==> config.mk <==
export PLATFORM = sky130hd
export DESIGN_NAME = afs_regs
export DESIGN_NICKNAME = d
export VERILOG_FILES = /design/src/verilog/afs_regs.v /design/src/verilog/afs_oc_scale.v
export VERILOG_INCLUDE_DIRS = /design/src /design/src/verilog
export SDC_FILE = /design/constraint.sdc
export NUM_CORES = 1
export LEC_CHECK = 0
export ABC_AREA = 1
export ABC_CLOCK_PERIOD_IN_PS = 1000
export BUFFER_PORTS_ARGS = -buffer_cell sky130_fd_sc_hd__buf_2
export CAP_MARGIN = 20
export CORE_MARGIN = 3
export CORE_UTILIZATION = 40
export CTS_BUF_LIST = sky130_fd_sc_hd__clkbuf_16
export CTS_CLUSTER_DIAMETER = 150
export DETAILED_ROUTE_END_ITERATION = 6
export PLACE_DENSITY_LB_ADDON = 0.05
export SYNTH_ARGS = -nofsm -noshare
export SYNTH_HDL_FRONTEND = slang
export SYNTH_SLANG_ARGS = --single-unit
export TNS_END_PERCENT = 30
==> constraint.sdc <==
create_clock -name clk -period 1 [get_ports clk]
set_input_delay 0.1 -clock clk [delete_from_list [all_inputs] [get_ports clk]]
set_output_delay 0.1 -clock clk [all_outputs]
set_load 0.02 [all_outputs]
==> src/verilog/afs_defines.vh <==
// Purpose: constants for the amplifier fault status and clip threshold regs
// Assumes: byte-wide register port, 8-bit addresses
// Notes:   definitions only
`ifndef AFS_DEFINES_VH
`define AFS_DEFINES_VH

`define AFS_ADDR_FAULT      8'h08
`define AFS_ADDR_RSVD_LO    8'h09
`define AFS_ADDR_RSVD_HI    8'h0F
`define AFS_ADDR_CLIP_MID   8'h10
`define AFS_ADDR_CLIP_LOW   8'h11

`define AFS_BIT_OTE         0
`define AFS_BIT_DCE         1
`define AFS_BIT_OCE         2
`define AFS_BIT_CLK         3
`define AFS_OC_SEL_LSB      4
`define AFS_OC_SEL_MSB      5

`define AFS_FAULT_RESET     8'h00
`define AFS_OC_SEL_RESET    2'h0
`define AFS_CLIP_MID_RESET  8'h01
`define AFS_CLIP_LOW_RESET  6'h01
`define AFS_RSVD_RESET      2'h0
`define AFS_FLAG_RESET      1'h0
`define AFS_LATCH_RESET     3'h0
`define AFS_SHUT_RESET      1'h0
`define AFS_TRIP_RESET      8'h00
`define AFS_RUN_RESET       1'h0

`endif

==> src/verilog/afs_regs.v <==
// Purpose: fault configuration/status and clip threshold registers
// Assumes: control port decoded upstream into a synchronous byte bus
// Notes:   fault sources are levels from the analog monitors
`timescale 1ns/1ns
`include "afs_defines.vh"

// Contract
// - the two-bit overcurrent select picks 100, 75, 50 or 25 percent trip.
// - the clock fault flag in bit 3 follows the clock error, no latch.
// - overcurrent sets bit 2 and halts until shutdown is toggled.
// - dc offset error sets bit 1 and halts until shutdown is toggled.
// - over-temperature sets bit 0 and halts until shutdown is toggled.
// - bits 7:6 read zero and the four flags ignore writes.
// - the 20-bit clip threshold is upper, middle and lower fields joined.
// - address 0x10 holds threshold bits 13:6, read and write.
// - address 0x11 bits 7:2 hold threshold bits 5:0, read and write.
// - low shutdown pin or cleared shutdown bit enters shutdown.
// - flags in bits 3:0 are read-only, select in bits 5:4 is read/write.
module afs_regs (
    // clock and reset
    input  wire        clk,
    input  wire        arst_n,
    // register port
    input  wire [7:0]  reg_addr,
    input  wire        reg_wr,
    input  wire        reg_rd,
    input  wire [7:0]  reg_wdata,
    output reg  [7:0]  reg_rdata,
    output wire        reg_ack,
    // shutdown sources
    input  wire        amp_shutdown_n,
    input  wire        shutdown_bit_n,
    // fault monitors
    input  wire        clk_error,
    input  wire        overcurrent_event,
    input  wire        dc_offset_event,
    input  wire        overtemp_event,
    input  wire [7:0]  oc_nominal,
    // clipper
    input  wire [5:0]  clip_threshold_upper,
    output wire [19:0] clip_threshold,
    output wire [7:0]  clip_threshold_middle_out,
    output wire [5:0]  clip_threshold_lower_out,
    // status to power stage
    output reg  [7:0]  oc_trip_level,
    output reg         amp_run
);
    // latched faults share one vector, indexed by their status bit
    localparam NUM_LATCHED = 3;

    reg  [1:0] overcurrent_threshold_select;
    reg        clock_fault_flag;
    wire       overcurrent_fault_flag;
    wire       dc_offset_fault_flag;
    wire       overtemp_fault_flag;
    reg  [7:0] clip_mid;
    reg  [5:0] clip_low;
    reg  [1:0] clip_low_rsvd;
    reg        shutdown_q;
    wire [7:0] next_oc_trip;
    wire [2:0] fault_event;
    reg  [2:0] fault_latched;
    wire [2:0] next_fault_latched;
    wire       any_latched;
    wire       next_amp_run;

    function hit;
        input [7:0] a;
        input [7:0] b;
        begin
            hit = (a == b);
        end
    endfunction

    function latch_next;
        input event_now;
        input flag_now;
        input clear_now;
        begin
            // set wins: an event in the release cycle must not be lost
            latch_next = event_now | (flag_now & ~clear_now);
        end
    endfunction

    function [7:0] fault_byte;
        input [1:0] sel;
        input       clk_f;
        input [2:0] latched;
        begin
            // reserved bits are constant zero, never stored
            fault_byte = {`AFS_RSVD_RESET, sel, clk_f, latched};
        end
    endfunction

    // shutdown from either path; a clean pass through it clears faults
    wire in_shutdown = ~amp_shutdown_n | ~shutdown_bit_n;
    // release edge counts as the toggle, so a fault held high re-latches
    wire toggled     = shutdown_q & ~in_shutdown;
    wire wr_fault    = reg_wr & hit(reg_addr, `AFS_ADDR_FAULT);
    wire wr_mid      = reg_wr & hit(reg_addr, `AFS_ADDR_CLIP_MID);
    wire wr_low      = reg_wr & hit(reg_addr, `AFS_ADDR_CLIP_LOW);

    assign reg_ack = reg_wr | reg_rd;

    afs_oc_scale u_scale (
        .overcurrent_threshold_select (overcurrent_threshold_select),
        .oc_nominal                   (oc_nominal),
        .oc_trip                      (next_oc_trip)
    );

    assign fault_event[`AFS_BIT_OCE] = overcurrent_event;
    assign fault_event[`AFS_BIT_DCE] = dc_offset_event;
    assign fault_event[`AFS_BIT_OTE] = overtemp_event;

    genvar g;
    generate
        for (g = 0; g < NUM_LATCHED; g = g + 1) begin : g_latch
            assign next_fault_latched[g] = latch_next(fault_event[g],
                fault_latched[g], toggled);
        end
    endgenerate

    assign overcurrent_fault_flag = fault_latched[`AFS_BIT_OCE];
    assign dc_offset_fault_flag   = fault_latched[`AFS_BIT_DCE];
    assign overtemp_fault_flag    = fault_latched[`AFS_BIT_OTE];
    assign any_latched = |(fault_latched & ~{NUM_LATCHED{toggled}});
    // a fresh event halts at once, not one cycle after it latches
    assign next_amp_run = ~in_shutdown & ~clk_error & ~(|fault_event) &
                          ~any_latched;

    always @(posedge clk or negedge arst_n) begin
        if (!arst_n) begin
            shutdown_q <= `AFS_SHUT_RESET;
        end else begin
            shutdown_q <= in_shutdown;
        end
    end

    always @(posedge clk or negedge arst_n) begin
        if (!arst_n) begin
            overcurrent_threshold_select <= `AFS_OC_SEL_RESET;
        end else begin
            if (wr_fault) begin
                overcurrent_threshold_select <=
                    reg_wdata[`AFS_OC_SEL_MSB:`AFS_OC_SEL_LSB];
            end
        end
    end

    always @(posedge clk or negedge arst_n) begin
        if (!arst_n) begin
            oc_trip_level <= `AFS_TRIP_RESET;
        end else begin
            oc_trip_level <= next_oc_trip;
        end
    end

    always @(posedge clk or negedge arst_n) begin
        if (!arst_n) begin
            clock_fault_flag <= `AFS_FLAG_RESET;
        end else begin
            clock_fault_flag <= clk_error;
        end
    end

    always @(posedge clk or negedge arst_n) begin
        if (!arst_n) begin
            fault_latched <= `AFS_LATCH_RESET;
        end else begin
            fault_latched <= next_fault_latched;
        end
    end

    always @(posedge clk or negedge arst_n) begin
        if (!arst_n) begin
            clip_mid <= `AFS_CLIP_MID_RESET;
        end else begin
            if (wr_mid) begin
                clip_mid <= reg_wdata;
            end
        end
    end

    // reserved low bits are kept so a read returns what was written
    always @(posedge clk or negedge arst_n) begin
        if (!arst_n) begin
            clip_low      <= `AFS_CLIP_LOW_RESET;
            clip_low_rsvd <= `AFS_RSVD_RESET;
        end else begin
            if (wr_low) begin
                clip_low      <= reg_wdata[7:2];
                clip_low_rsvd <= reg_wdata[1:0];
            end
        end
    end

    always @(posedge clk or negedge arst_n) begin
        if (!arst_n) begin
            amp_run <= `AFS_RUN_RESET;
        end else begin
            amp_run <= next_amp_run;
        end
    end

    // reserved range and unmapped addresses read zero, writes dropped
    always @* begin
        case (reg_addr)
            `AFS_ADDR_FAULT:    reg_rdata = fault_byte(
                overcurrent_threshold_select, clock_fault_flag,
                {overcurrent_fault_flag, dc_offset_fault_flag,
                 overtemp_fault_flag});
            `AFS_ADDR_CLIP_MID: reg_rdata = clip_mid;
            `AFS_ADDR_CLIP_LOW: reg_rdata = {clip_low, clip_low_rsvd};
            default:            reg_rdata = 8'h00;
        endcase
    end

    assign clip_threshold = {clip_threshold_upper, clip_mid,
                             clip_low};
    assign clip_threshold_middle_out = clip_mid;
    assign clip_threshold_lower_out  = clip_low;
endmodule // afs_regs

==> src/verilog/afs_oc_scale.v <==
// Purpose: scale the nominal overcurrent trip level by the threshold select
// Assumes: nominal level is an unsigned code from the power stage
// Notes:   pure combinational, result registered by the caller
`timescale 1ns/1ns
module afs_oc_scale (
    // select and level
    input  wire [1:0] overcurrent_threshold_select,
    input  wire [7:0] oc_nominal,
    // scaled level
    output reg  [7:0] oc_trip
);
    wire [9:0] three_q = {2'h0, oc_nominal} + {1'h0, oc_nominal, 1'h0};

    always @* begin
        case (overcurrent_threshold_select)
            2'h0:    oc_trip = oc_nominal;
            2'h1:    oc_trip = three_q[9:2];
            2'h2:    oc_trip = {1'h0, oc_nominal[7:1]};
            2'h3:    oc_trip = {2'h0, oc_nominal[7:2]};
            default: oc_trip = oc_nominal;
        endcase
    end
endmodule // afs_oc_scale

==> metrics.yaml <==
run_status:
  outcome: "finished, violations left"
  failed_checks: "setup timing"
floorplanning:
  initial_core_util_pct: 42.6
  dieWidth_um: 78.1
  core_sq_um: 4880
  die_area_sq_um: 6090
  die_h_um: 78.1
  io_pins: 92
  rows: 25
synth:
  ys_ff_latch: 32
  synth-seq-area-share_pct: 38.7
  synth_area_leaders: "dfrtp_1, nand2_1, buf_4, nand3_1, inv_1"
  synth_warnings: 0
  async_flop_share_pct: 100
  netlist_instances: 283
  yosys.area.top_type: "dfrtp_1"
  synth_nets: 331
  syn_area_per_cell_sq_um: 7.34
  netlist_area_sq_um: 2080
  synth_top_area_share_pct: 36.1
  synthDistinctLibCells: 31
  ys.flop_type: "dfrtp_1"
  synth_edf_count: 0
critical_path:
  critPathMaxStageDelay_ns: 0.26
  crit_fanout: 6
  crit_type: "in -> out"
  cp.required_ns: 0.90
  arrival_ns: 1.12
  crit_path_end_kind: "output port"
  path_delay_family: "simple AND/OR/NAND/NOR gates"
  crit_chain: "buf_6 -> or2_4 -> nor2_2 -> and2_4 -> clkbuf_16 -> nand2_1 -> o21ai_1 -> buf_4"
  critical_path.startpoint: "reg_addr[1]"
  r2r-start: "overcurrent_threshold_select[1]"
  slowest_stage: "or2_4"
  startpoint_type: "input port"
  cp_num_buf_inv: 3
detailed_routing:
  avgRoutedWirePerCell_um: 13.4
  wirelength_mm: 6.17
  via_per_inst: 4.77
  ant_nets: 0
  drt_iter0_drc: 68
  first_pass_iters: 4
  vias: 2200
  drcViolationCount: 0
timing:
  worstMarginPinSlew_ns: 0.271
  fmax_ghz: 0.817
  slew_viol_final: 0
  timing.final.hold_violations: 0
  min_period_over_period_pct: 122
  finClkSkew_ns: 0.00372
  period_minus_slack_ns: 1.22
  setup_ws_ns: -0.224
  hold_slack_ns: 0.0261
  rsz0062_at_grt: "true"
  relSlewSlack_pct: 81.9
  setup_violations: 27
  tns_ns: -3.19
global_route:
  use_met2_pct: 30.1
  grt.total_usage_pct: 18.8
  use_met3_pct: 4.36
  grt_pass1_wl_mm: 9.15
  grt_overflow: 0
  grt_start_max_net_pins: 33
  grt_pass1_vias: 1971
  antenna_found_initial: 0
  busiest_layer: "met2"
  grt_use_met1_pct: 26.0
cells_and_area:
  final_util_pct: 69.3
  fillers: 400
  layout-area-overhead-vs-synth_pct: 62.8
  layout-drive-gt1-share_pct: 49.2
  postLayoutCellArea_sq_um: 3380
  final_cell_count_no_fill: 461
  diodes: 0
  final_nets: 441
place:
  dp_hpwl_mm: 4.05
  port_buffers: 79
  place.gp.congestion: 0.780
  dpl_cell_area_sq_um: 2670
  placedCellCount: 435
power:
  p_leak_uw: 0.00189
  ir_drop_mv: 1.09
  power_density_nw_per_um2: 1140
clock_tree:
  htreeDepth: 2
  clockBufferDepth: 2
  clock_latency_ns: 0.27
  cts_made_buffers: 5
  clkSinkCount: 32
  cts-root-buf: "clkbuf_16"
  clk_pin_slew_ns: 0.05
  cts_tree: "yes"
hold_path:
  hp-start: "overtemp_event"
  holdCritPathClass: "in -> reg"
flow_run:
  maxCapViolations: 0
==> timing repair <==
| item | CTS | global route |
|---|---|---|
| gates resized for setup | 38 | 71 |
| setup endpoints to repair | 20 | 35 |
| pin swaps | 4 | 15 |
| hold buffers | 2 | 0 |
| buffers inserted | 9 | 5 |
| gates cloned | 0 | 2 |
| hold endpoints to repair | 31 | 0 |
==> flip-flops by register name, indices dropped and copies added, names as in the netlist <==
signal / cells
clip_threshold_middle_out: 8
oc_trip_level: 8
clip_threshold_lower_out: 6
fault_latched: 3
clip_low_rsvd: 2
overcurrent_threshold_select: 2
amp_run: 1
clock_fault_flag: 1
shutdown_q: 1
==> worst paths after layout <==
check / depth (start not counted) / end / slack, ns
max: 8 / reg_rdata[6] / -0.22
min: 2 / fault_latched[0] / 0.03
max reg2reg: 6 / oc_trip_level[0] / -0.15
min reg2reg: 2 / clip_low_rsvd[1] / 0.51
max in group asynchronous: 3 / clip_threshold_middle_out[0] / 0.43
min in group asynchronous: 3 / clip_threshold_middle_out[5] / 0.31
==> report_power, final <==
group          switching, uW  internal (uW)
clock                    550            903
sequential              52.1           1380
combinational            549            428
==> cells by family after synthesis <==
family | count (synthesis) | share of synthesized area [%]
compound gates | 28 | 7.77
xor+xnor | 1 | 0.422
buf+inv | 63 | 16.1
flops | 32 | 38.7
simple gates | 151 | 31.9
fa+ha+maj | 8 | 5.18
==> through the flow <==
step | power (uW) | setup slack [ns]
4_1_cts | 3760 | -0.207
5_1_grt | 4050 | -0.261
6_report | 3860 | -0.224
3_3_place_gp | 2250 | -0.365
3_5_place_dp | 2260 | -0.382
2_1_floorplan | 1950 | -0.0967
==> synth_stat cells, types with 2 or more instances <==
library cell and count:
nand2_1 94, o21ai_0 14, nand3_1 31, o22ai_1 6, nor2_1 11, buf_4 21
a21o_1 3, nor3_1 4, dfstp_2 2, a21oi_1 3, dfrtp_1 30, ha_1 7
inv_1 39
==> final cells by class <==
cell class | instances | area, sq um | share of cell area [%]
clock buffer | 5 | 125 | 3.70
clock inverter | 3 | 15.0 | 0.444
inverter | 39 | 146 | 4.33
multi-input combinational | 188 | 1220 | 36.2
sequential | 32 | 803 | 23.8
tap | 67 | 83.8 | 2.48
timing repair buffer | 127 | 983 | 29.1
==> metal layers <==
layer  vias up  wire, um
met5         -         0
met4         0        40
met3         4       334
met2        56      2980
met1      1041      2810
li1       1099         -
==> worst reg2reg max path, cell delays in order, from the launching register on <==
cell	delay, ns
dfrtp_1	0.40
buf_6	0.14
buf_6	0.11
nor2_4	0.12
buf_6	0.14
nand2_1	0.07
o2111ai_2	0.08
==> layout by cell type (no fill, tap or decap), drive strengths merged, types with 2 or more instances in the layout <==
| master | count |
|---|---|
| o21ai | 14 |
| a21o | 3 |
| nor2 | 13 |
| nand2 | 95 |
| dfrtp | 30 |
| ha | 7 |
| or2 | 2 |
| buf | 122 |
| inv | 40 |
| dlygate4sd3 | 2 |
| nand3 | 32 |
| a21oi | 3 |
| o22ai | 6 |
| nor3 | 5 |
| dfstp | 2 |
| clkbuf | 8 |
Note: power is estimated with default switching activity, not from simulation.
